**src/rtl/ppfs_consts.vh**
```
// Constants for the port 9 pin function select block.
`ifndef PPFS_CONSTS_VH
`define PPFS_CONSTS_VH

`define PPFS_PIN_COUNT        16
`define PPFS_ADDR_W           8

`define PPFS_OFS_MODE_WORD    8'h00
`define PPFS_OFS_MODE_LOWER   8'h04
`define PPFS_OFS_MODE_UPPER   8'h08
`define PPFS_OFS_MODE_BIT     8'h0c
`define PPFS_OFS_PIN_LEVEL    8'h10

`define PPFS_SEL_MODE_WORD    3'h0
`define PPFS_SEL_MODE_LOWER   3'h1
`define PPFS_SEL_MODE_UPPER   3'h2
`define PPFS_SEL_MODE_BIT     3'h3
`define PPFS_SEL_PIN_LEVEL    3'h4
`define PPFS_SEL_NONE         3'h7

`define PPFS_MODE_RESET       16'h0000
`define PPFS_BITOP_RESET      4'h0

`define PPFS_BITOP_IDX_MSB    2
`define PPFS_BITOP_UPPER_POS  3
`define PPFS_BITOP_VALUE_POS  4

`define PPFS_RESP_OKAY        2'h0
`define PPFS_RESP_SLVERR      2'h2

`endif

```
**src/rtl/ppfs_pin_cell.v**
```verilog
// One pin of the port: selects plain port or alternate function and registers the pad side.
module ppfs_pin_cell
(
	input  wire aclk,
	input  wire aresetn,
	input  wire mode_sel,
	input  wire port_dout,
	input  wire port_oe_n,
	input  wire alt_dout,
	input  wire alt_oe_n,
	input  wire pin_level,
	output reg  pin_out,
	output reg  pin_out_en_n,
	output reg  port_din,
	output reg  alt_din
);

	always @(posedge aclk)
	begin
		if (!aresetn)
		begin
			pin_out      <= 1'b0;
			pin_out_en_n <= 1'b1;
			port_din     <= 1'b0;
			alt_din      <= 1'b0;
		end
		else
		begin
			if (mode_sel)
			begin
				pin_out      <= alt_dout;
				pin_out_en_n <= alt_oe_n;
			end
			else
			begin
				pin_out      <= port_dout;
				pin_out_en_n <= port_oe_n;
			end
			// The port always reads the pin; alternate inputs idle low in port mode.
			port_din <= pin_level;
			alt_din  <= mode_sel & pin_level;
		end
	end

endmodule

```
**src/rtl/ppfs_top.v**
```verilog
// Port 9 pin mode control register with AXI4-Lite access and the per-pin function mux.
//
// The AXI4-Lite interface to the registers and the placing of the registers are this design's own decisions.
`include "ppfs_consts.vh"

module ppfs_top
(
	input  wire        aclk,
	input  wire        aresetn,

	input  wire [7:0]  s_axi_awaddr,
	input  wire [2:0]  s_axi_awprot,
	input  wire        s_axi_awvalid,
	output reg         s_axi_awready,
	input  wire [31:0] s_axi_wdata,
	input  wire [3:0]  s_axi_wstrb,
	input  wire        s_axi_wvalid,
	output reg         s_axi_wready,
	output reg  [1:0]  s_axi_bresp,
	output reg         s_axi_bvalid,
	input  wire        s_axi_bready,
	input  wire [7:0]  s_axi_araddr,
	input  wire [2:0]  s_axi_arprot,
	input  wire        s_axi_arvalid,
	output reg         s_axi_arready,
	output reg  [31:0] s_axi_rdata,
	output reg  [1:0]  s_axi_rresp,
	output reg         s_axi_rvalid,
	input  wire        s_axi_rready,

	input  wire [15:0] port_data_out,
	input  wire [15:0] port_out_en_n,
	input  wire [15:0] alt_function_out,
	input  wire [15:0] alt_function_out_en_n,
	input  wire [15:0] port9_pin_n_in,
	output wire [15:0] port9_pin_n_out,
	output wire [15:0] port9_pin_n_out_en_n,
	output wire [15:0] port_data_in,
	output wire [15:0] alt_function_in,
	output wire [15:0] pin_mode_select_bit
);

	localparam PINS = `PPFS_PIN_COUNT;

	reg  [15:0] port9_pin_mode_control_reg;
	reg  [15:0] port9_pin_mode_control_next;
	reg  [3:0]  bitop_sel_reg;
	reg  [3:0]  bitop_sel_next;
	reg  [15:0] pin_sync1_reg;
	reg  [15:0] pin_sync2_reg;
	reg  [7:0]  aw_addr_reg;
	reg         aw_held_reg;
	reg  [31:0] w_data_reg;
	reg  [3:0]  w_strb_reg;
	reg         w_held_reg;
	wire        do_write;
	wire [2:0]  wr_sel;
	wire [2:0]  rd_sel;
	wire [3:0]  bit_pos;

	// Maps a byte address to a register selector; unmapped gives the none code.
	function [2:0] ppfs_decode;
		input [7:0] addr;
		begin
			case (addr)
				`PPFS_OFS_MODE_WORD:  ppfs_decode = `PPFS_SEL_MODE_WORD;
				`PPFS_OFS_MODE_LOWER: ppfs_decode = `PPFS_SEL_MODE_LOWER;
				`PPFS_OFS_MODE_UPPER: ppfs_decode = `PPFS_SEL_MODE_UPPER;
				`PPFS_OFS_MODE_BIT:   ppfs_decode = `PPFS_SEL_MODE_BIT;
				`PPFS_OFS_PIN_LEVEL:  ppfs_decode = `PPFS_SEL_PIN_LEVEL;
				default:              ppfs_decode = `PPFS_SEL_NONE;
			endcase
		end
	endfunction

	// Tells whether a selector names a register that takes writes.
	function ppfs_writable;
		input [2:0] sel;
		begin
			ppfs_writable = (sel == `PPFS_SEL_MODE_WORD) ||
				(sel == `PPFS_SEL_MODE_LOWER) ||
				(sel == `PPFS_SEL_MODE_UPPER) || (sel == `PPFS_SEL_MODE_BIT);
		end
	endfunction

	// A write commits once address and data are both held and the last answer is gone.
	assign do_write = aw_held_reg & w_held_reg & ~s_axi_bvalid;
	assign wr_sel   = ppfs_decode(aw_addr_reg);
	assign rd_sel   = ppfs_decode(s_axi_araddr);
	assign bit_pos  = {w_data_reg[`PPFS_BITOP_UPPER_POS],
		w_data_reg[`PPFS_BITOP_IDX_MSB:0]};

	// Pin levels come from outside the clock domain.
	always @(posedge aclk)
	begin
		if (!aresetn)
		begin
			pin_sync1_reg <= 16'h0000;
			pin_sync2_reg <= 16'h0000;
		end
		else
		begin
			pin_sync1_reg <= port9_pin_n_in;
			pin_sync2_reg <= pin_sync1_reg;
		end
	end

	// Next value of the mode register for the pending write.
	always @*
	begin
		port9_pin_mode_control_next = port9_pin_mode_control_reg;
		bitop_sel_next              = bitop_sel_reg;
		if (do_write)
		begin
			case (wr_sel)
				`PPFS_SEL_MODE_WORD:
				begin
					if (w_strb_reg[0])
						port9_pin_mode_control_next[7:0] = w_data_reg[7:0];
					if (w_strb_reg[1])
						port9_pin_mode_control_next[15:8] = w_data_reg[15:8];
				end
				`PPFS_SEL_MODE_LOWER:
				begin
					if (w_strb_reg[0])
						port9_pin_mode_control_next[7:0] = w_data_reg[7:0];
				end
				`PPFS_SEL_MODE_UPPER:
				begin
					if (w_strb_reg[0])
						port9_pin_mode_control_next[15:8] = w_data_reg[7:0];
				end
				`PPFS_SEL_MODE_BIT:
				begin
					if (w_strb_reg[0])
					begin
						bitop_sel_next = bit_pos;
						port9_pin_mode_control_next[bit_pos] =
							w_data_reg[`PPFS_BITOP_VALUE_POS];
					end
				end
				default:
				begin
					port9_pin_mode_control_next = port9_pin_mode_control_reg;
				end
			endcase
		end
	end

	// Write channels: address and data are taken independently, then answered together.
	always @(posedge aclk)
	begin
		if (!aresetn)
		begin
			port9_pin_mode_control_reg <= `PPFS_MODE_RESET;
			bitop_sel_reg              <= `PPFS_BITOP_RESET;
			s_axi_awready              <= 1'b0;
			s_axi_wready               <= 1'b0;
			s_axi_bvalid               <= 1'b0;
			s_axi_bresp                <= `PPFS_RESP_OKAY;
			aw_addr_reg                <= 8'h00;
			aw_held_reg                <= 1'b0;
			w_data_reg                 <= 32'h00000000;
			w_strb_reg                 <= 4'h0;
			w_held_reg                 <= 1'b0;
		end
		else
		begin
			port9_pin_mode_control_reg <= port9_pin_mode_control_next;
			bitop_sel_reg              <= bitop_sel_next;

			if (s_axi_awready && s_axi_awvalid)
			begin
				aw_addr_reg   <= s_axi_awaddr;
				aw_held_reg   <= 1'b1;
				s_axi_awready <= 1'b0;
			end
			else if (!aw_held_reg && !s_axi_bvalid)
			begin
				s_axi_awready <= 1'b1;
			end

			if (s_axi_wready && s_axi_wvalid)
			begin
				w_data_reg   <= s_axi_wdata;
				w_strb_reg   <= s_axi_wstrb;
				w_held_reg   <= 1'b1;
				s_axi_wready <= 1'b0;
			end
			else if (!w_held_reg && !s_axi_bvalid)
			begin
				s_axi_wready <= 1'b1;
			end

			if (do_write)
			begin
				aw_held_reg  <= 1'b0;
				w_held_reg   <= 1'b0;
				s_axi_bvalid <= 1'b1;
				if (ppfs_writable(wr_sel))
					s_axi_bresp <= `PPFS_RESP_OKAY;
				else
					s_axi_bresp <= `PPFS_RESP_SLVERR;
			end
			else if (s_axi_bvalid && s_axi_bready)
			begin
				s_axi_bvalid <= 1'b0;
			end
		end
	end

	// Read channel: one read at a time, data one cycle after the address is taken.
	always @(posedge aclk)
	begin
		if (!aresetn)
		begin
			s_axi_arready <= 1'b0;
			s_axi_rvalid  <= 1'b0;
			s_axi_rdata   <= 32'h00000000;
			s_axi_rresp   <= `PPFS_RESP_OKAY;
		end
		else if (s_axi_arready && s_axi_arvalid)
		begin
			s_axi_arready <= 1'b0;
			s_axi_rvalid  <= 1'b1;
			s_axi_rresp   <= `PPFS_RESP_OKAY;
			case (rd_sel)
				`PPFS_SEL_MODE_WORD:
				begin
					s_axi_rdata <= {16'h0000, port9_pin_mode_control_reg};
				end
				`PPFS_SEL_MODE_LOWER:
				begin
					s_axi_rdata <= {24'h000000, port9_pin_mode_control_reg[7:0]};
				end
				`PPFS_SEL_MODE_UPPER:
				begin
					s_axi_rdata <= {24'h000000, port9_pin_mode_control_reg[15:8]};
				end
				`PPFS_SEL_MODE_BIT:
				begin
					s_axi_rdata <= {27'h0000000,
						port9_pin_mode_control_reg[bitop_sel_reg], bitop_sel_reg};
				end
				`PPFS_SEL_PIN_LEVEL:
				begin
					// Synchronised pad levels; this word is read only.
					s_axi_rdata <= {16'h0000, pin_sync2_reg};
				end
				default:
				begin
					s_axi_rdata <= 32'h00000000;
					s_axi_rresp <= `PPFS_RESP_SLVERR;
				end
			endcase
		end
		else if (s_axi_rvalid && s_axi_rready)
		begin
			s_axi_rvalid <= 1'b0;
		end
		else if (!s_axi_rvalid)
		begin
			s_axi_arready <= 1'b1;
		end
	end

	assign pin_mode_select_bit = port9_pin_mode_control_reg;

	genvar gi;
	generate
		for (gi = 0; gi < PINS; gi = gi + 1)
		begin : g_pin
			ppfs_pin_cell u_cell
			(
				.aclk         (aclk),
				.aresetn      (aresetn),
				.mode_sel     (port9_pin_mode_control_reg[gi]),
				.port_dout    (port_data_out[gi]),
				.port_oe_n    (port_out_en_n[gi]),
				.alt_dout     (alt_function_out[gi]),
				.alt_oe_n     (alt_function_out_en_n[gi]),
				.pin_level    (pin_sync2_reg[gi]),
				.pin_out      (port9_pin_n_out[gi]),
				.pin_out_en_n (port9_pin_n_out_en_n[gi]),
				.port_din     (port_data_in[gi]),
				.alt_din      (alt_function_in[gi])
			);
		end
	endgenerate

endmodule
```
**config.mk**
```make
export PLATFORM = sky130hd
export DESIGN_NAME = ppfs_top
export DESIGN_NICKNAME = d
export VERILOG_FILES = /design/src/rtl/ppfs_pin_cell.v /design/src/rtl/ppfs_top.v
export VERILOG_INCLUDE_DIRS = /design/src /design/src/rtl
export SDC_FILE = /design/constraint.sdc
export NUM_CORES = 1
export LEC_CHECK = 0
export ABC_CLOCK_PERIOD_IN_PS = 3500
export BUFFER_PORTS_ARGS = -buffer_cell sky130_fd_sc_hd__buf_2
export CAP_MARGIN = 40
export CORE_MARGIN = 2
export CORE_UTILIZATION = 30
export DETAILED_ROUTE_END_ITERATION = 10
export PLACE_DENSITY = 0.6
export SYNTH_ARGS = -nofsm -noshare
export SYNTH_HDL_FRONTEND = slang
export SYNTH_SLANG_ARGS = --single-unit
```
**constraint.sdc**
```tcl
create_clock -name aclk -period 3.5 [get_ports aclk]
set_input_delay 0.35 -clock aclk [delete_from_list [all_inputs] [get_ports aclk]]
set_output_delay 0.35 -clock aclk [all_outputs]
set_load 0.05 [all_outputs]
```
# After elaboration in Yosys (flattened, before gate mapping)
# Index checks and enable logic that the tools add are counted.
# totals
word_cells,209
latch_bits,0
mem_bits_ro,0
regBits,185
memories,0
input_bits,145
out_inout_bits,121
mem_bits_rw,0
# op_classes
bitwise_logic,22
n_eq_ne,19
n_addsub,0
shift,0
n_reduce_logical,32
div_mod_pow,0
mul,0
muxes,51
n_lt_le_gt_ge,3
# op_table
operator,count
16-bit case mux with 5 select lines,1
1-bit two-way mux,38
"8-bit by 4-bit == test with 1-bit output, second input constant",4
3-bit case mux with 5 select lines,2
8-bit case mux with 3 select lines,1
1-bit AND,18
16-bit bitwise mux,1
"8-bit by 3-bit == test with 1-bit output, second input constant",2
"8-bit by 5-bit == test with 1-bit output, second input constant",2
8-bit logical NOT,2
16-bit two-way mux,1
8-bit two-way mux,2
8-bit case mux with 2 select lines,1
"3-bit by 2-bit == test with 1-bit output, second input constant",4
"4-bit by 5-bit less-than comparator with 1-bit output, second input constant",2
2-bit OR reduction,5
1-bit logical AND,8
"3-bit by 1-bit == test with 1-bit output, second input constant",2
3-bit logical NOT,2
"2-bit inequality test, second input constant",3
2-bit nonzero test,3
5-bit AND reduction,1
5-bit OR reduction,1
1-bit binary-select mux with 4-bit select,1
12 further kinds,20

# Logic depth before layout (Yosys ltp)
# logic_depth
word_depth,7
mapped_depth,7
ltp_nobuf,5

# Modules after synthesis
# A second synthesis with hierarchy kept.
# hier_totals
cells_unflattened,696
hier_area_um2,6570.1
# modules_own_cells
mod,instances,cells_each,seq_area_each_um2,area_each_um2
ppfs_top,1,536,2062.0,4588.2
ppfs_pin_cell,16,10,80.1,123.9

# Worst setup path after synthesis
# Ideal clock, no wire load.
# synth_path
path_kind,input -> register
startpoint,input s_axi_araddr[1]
endpoint,register s_axi_rdata[3]
path_slack_ns,1.669
t_required_ns,3.433
path_buffers,1
setup_ns,0.067
cell_stages,6
arrival_ns,1.764
path_cell_list,or3_4 -> or4_1 -> buf_2 -> a211o_1 -> a21o_1 -> a21oi_2
# synth_between
elab_chain_len,4
elab_cells_between_ends,12
classes_between,eq/ne: 8; mux: 2; reduce/logical: 2
# synth_lines
item,line_no,source
"start, declared",ppfs_top.v:22,"input wire [7:0] s_axi_araddr,"
"8-bit by 5-bit == test with 1-bit output, or another cell as far along",ppfs_top.v:65,case (addr)
3-bit case mux with 5 select lines *,ppfs_top.v:65,
"3-bit == test, or another cell as far along",ppfs_top.v:227,case (rd_sel)
16-bit case mux with 5 select lines *,ppfs_top.v:227,
"end signal, assigned",ppfs_top.v:230,"s_axi_rdata <= {16'h0000, port9_pin_mode_control_reg};"
"end signal, assigned",ppfs_top.v:234,"s_axi_rdata <= {24'h000000, port9_pin_mode_control_reg[7:0]};"
"end signal, assigned",ppfs_top.v:238,"s_axi_rdata <= {24'h000000, port9_pin_mode_control_reg[15:8]};"
"end, declared",ppfs_top.v:26,"output reg [31:0] s_axi_rdata,"
# Every way passes the cells marked *; elsewhere a longest branch is shown, timed or not.
# A chain may end at the register's enable or synchronous reset.

# Worst setup path in the final report
# layout_path
startpoint,register aw_addr_reg[1]
endpoint,"register port9_pin_mode_control_reg[10], in the netlist pin_mode_select_bit[10]"
# layout_between
elab_chain_len,5
elab_cells_between_ends,15
classes_between,eq/ne: 9; mux: 2; reduce/logical: 4
# layout_lines
item,line_no,source
"start, declared",ppfs_top.v:51,reg [7:0] aw_addr_reg;
"start signal, assigned",ppfs_top.v:174,aw_addr_reg <= s_axi_awaddr;
"8-bit by 5-bit == test with 1-bit output, or another cell as far along",ppfs_top.v:65,
3-bit case mux with 5 select lines *,ppfs_top.v:65,
3-bit by 2-bit == test with 1-bit output / 3-bit logical NOT (equally long branches),ppfs_top.v:115,case (wr_sel)
2-bit inequality test (no line) / 3-bit nonzero test (equally long branches),--,
5-bit AND reduction (no line),--,
"end signal, assigned",ppfs_top.v:155,port9_pin_mode_control_reg <= `PPFS_MODE_RESET;
"end signal, assigned",ppfs_top.v:169,port9_pin_mode_control_reg <= port9_pin_mode_control_next;
"end, declared",ppfs_top.v:45,reg [15:0] port9_pin_mode_control_reg;
# Marked as above.

==> impl_metrics.toml <==
[status]
status = "complete, no violations"

[clocking]
cts_root_buf = "clkbuf_16"
post_cts_resized = 0
htree_levels = 4
ctsHoldBuffers = 0
cts_tree = "built"
post_cts_buffers = 0
cts.sinks = 167
clk_latency_ns = 0.42
cts_buffer_depth = 2
cts_buffers = 17
clk_pin_slew_worst_paths_ns = 0.07

[worst_setup_path]
slowest_stage = "nor4_1"
crit_fanout = 16
r2r-start = "aw_addr_reg[1]$_SDFFE_PN0P_"
path_cells = "nor4_1 > nand3_1 > a2111oi_0 > a21oi_1 > a21oi_1"
path_delay_family = "simple AND/OR/NAND/NOR gates"
crit_path_max_incr_delay_ns = 0.71
cp.buffers_inverters = 0
startpoint = "aw_addr_reg[1]$_SDFFE_PN0P_"
worstPathArrival_ns = 2.82
crit_top_cell = "a21oi_1"
end_kind = "flop"
critical_path_class = "reg2reg"
worstSetupStartpointType = "flop"
cp.required_ns = 3.85

[synth]
synth_edf_count = 0
ys_top_cells_by_area = "dfxtp_1 48%, buf_4 11%, mux2i_1 6.4%, and2_1 4.5%, nand2_1 4.3%"
ys_types = 58
ys_seq_area_share_pct = 47.7
ys_top_cells_by_count = "167 x dfxtp_1, 99 x buf_4, 81 x nand2_1"
synthFlopType = "dfxtp_1"
synth_area_leader_cell = "dfxtp_1"
synth_area_um2 = 7010
synth_most_common_cell = "dfxtp_1"
async_flop_share_pct = 0
yosys.area.top_type_share_pct = 47.7
ys_warn_count = 0
synthCells = 773
avgSynthCellArea_um2 = 9.07
ys_ff_latch = 167

[place]
place.gp.congestion = 0.784
hpwl_mm = 13.8
numPortBuffers = 223
numPlacedInstances = 1180

[power_and_ir_drop]
p_seq_share_pct = 48.4
p_int_mw = 3.02
p_sw_mw = 1.16
leakagePower_nw = 3.53
power_density_nw_per_um2 = 509
pwr-share-comb_pct = 10.8
p_sw_share_pct = 27.7
clockPowerShare_pct = 40.8
ir_drop_v = 0.000279

[timing]
tns_ns = 0
worst_pin_slew_ns = 0.800
setup_viol = 0
period_minus_slack_ns = 2.47
clock_skew_ns = 0.00880
achievable-frequency_ghz = 0.404
rsz0062_at_grt = "false"
finalHoldViolations = 0
finalCritPeriodShare_pct = 70.7
fin_hold_ws_ns = 0.131
max-slew-margin-rel_pct = 46.2
slew_violations = 0

[global_routing]
grt.busiest_layer = "met2"
gr-usage-met1_pct = 20.0
grt.met3_usage_pct = 3.93
grt_pass1_wl_mm = 28.6
grt_pass1_vias = 4969
grt_util_met2_pct = 25.2
antenna_found_initial = 0
track_usage_pct = 15.5
grt_max_degree = 73
grt_overflow = 0

[detailed_routing]
wl_mm = 19.3
routedWlPerCell_um = 16.0
vias = 5537
routed_via_density = 4.58
post-route-drc-count = 0
first_pass_iters = 8
antenna_left = 0
drt_iter0_drc = 492

[cells_and_area]
layout-drive-gt1-share_pct = 29.9
layout.nets = 1031
diodes = 0
area_delta_synth_final_pct = 17.1
finalNonFillerCells = 1210
utilization_pct = 36.0

[die]
die_h_um = 157
io_pins = 266
die_x_um = 157
rows = 55
die_area_um2 = 24600
start_util_pct = 30.8
core_area_um2 = 22800

[run]
cap_violations = 0

[hold_path]
hp-start = "port9_pin_n_in[11]"
worstHoldPathType = "in2reg"
==> through the flow <==
stage | setup slack [ns] | power (mW) | instance area [µm²]
floorplan | 1.67 | 2.42 | 7080
global placement | 1.10 | 2.51 | 7680
detailed placement | 1.09 | 2.52 | 7680
CTS | 1.07 | 4.23 | 8210
global route | 0.798 | 4.36 | 8210
finish | 1.03 | 4.18 | 8210
==> power by group through the flow <==
| stage | registers [mW] | clock network [mW] | logic (mW) |
|---|---|---|---|
| detailed placement | 2.07 | 0 | 0.453 |
| floorplan | 2.08 | 0 | 0.335 |
| finish | 2.02 | 1.70 | 0.450 |
| CTS | 2.02 | 1.76 | 0.454 |
| global route | 2.03 | 1.84 | 0.491 |
| global placement | 2.06 | 0 | 0.451 |
==> area by class of cell <==
cell class                 count  area, µm²
inverter                       8       30.0
sequential                   167       3340
tap                          313        392
multi-input combinational    465       2770
clock buffer                  18        429
timing repair buffer         227       1150
fill                        2395      14600
clock inverter                12       96.3
==> kinds of logic after synthesis <==
| group | Yosys count | synth area share (%) |
|---|---|---|
| AO/OA/AOI/OAI | 142 | 12.6 |
| buffers and inverters | 158 | 13.9 |
| flip-flops | 167 | 47.7 |
| multiplexers | 47 | 7.07 |
| other | 1 | 0.0535 |
| AND/OR/NAND/NOR | 258 | 18.7 |
==> layout by cell type, fill, tap and decap left out, drive strengths merged, types with 3 or more instances in the layout <==
cell type,synthesis,final
a21o,3,3
nand2b,6,6
dfxtp,167,167
clkinvlp,0,3
a211oi,6,6
nor2b,3,3
mux2i,45,45
a222oi,3,3
conb,1,18
nor2,51,51
nand4,5,5
nand2,81,81
a221oi,13,13
a311oi,5,5
inv,7,13
buf,106,227
nor3,7,7
a31oi,4,4
nor4,3,3
a21oi,58,58
clkinv,1,4
and3,19,19
and2,50,50
o21ai,34,34
clkbuf,44,18
nand3,17,17
o31ai,4,4
==> path summary, 6_finish.rpt <==
check,endpoint,slack (ns),cells after the start
max,pin_mode_select_bit[10]$_SDFFE_PN0P_,1.03,5
min,pin_sync1_reg[11]$_SDFF_PN0_,0.13,2
max reg2reg,pin_mode_select_bit[10]$_SDFFE_PN0P_,1.03,5
min reg2reg,pin_sync2_reg[3]$_SDFF_PN0_,0.43,1
==> per-layer routing <==
metal  vias to the layer above  share of wire, %
li1                       2756                 -
met1                      2564                46
met2                       194                47
met3                        23               6.2
met4                         0               1.6
met5                         -                 0
No activity file was read; power rests on OpenSTA's default activity.
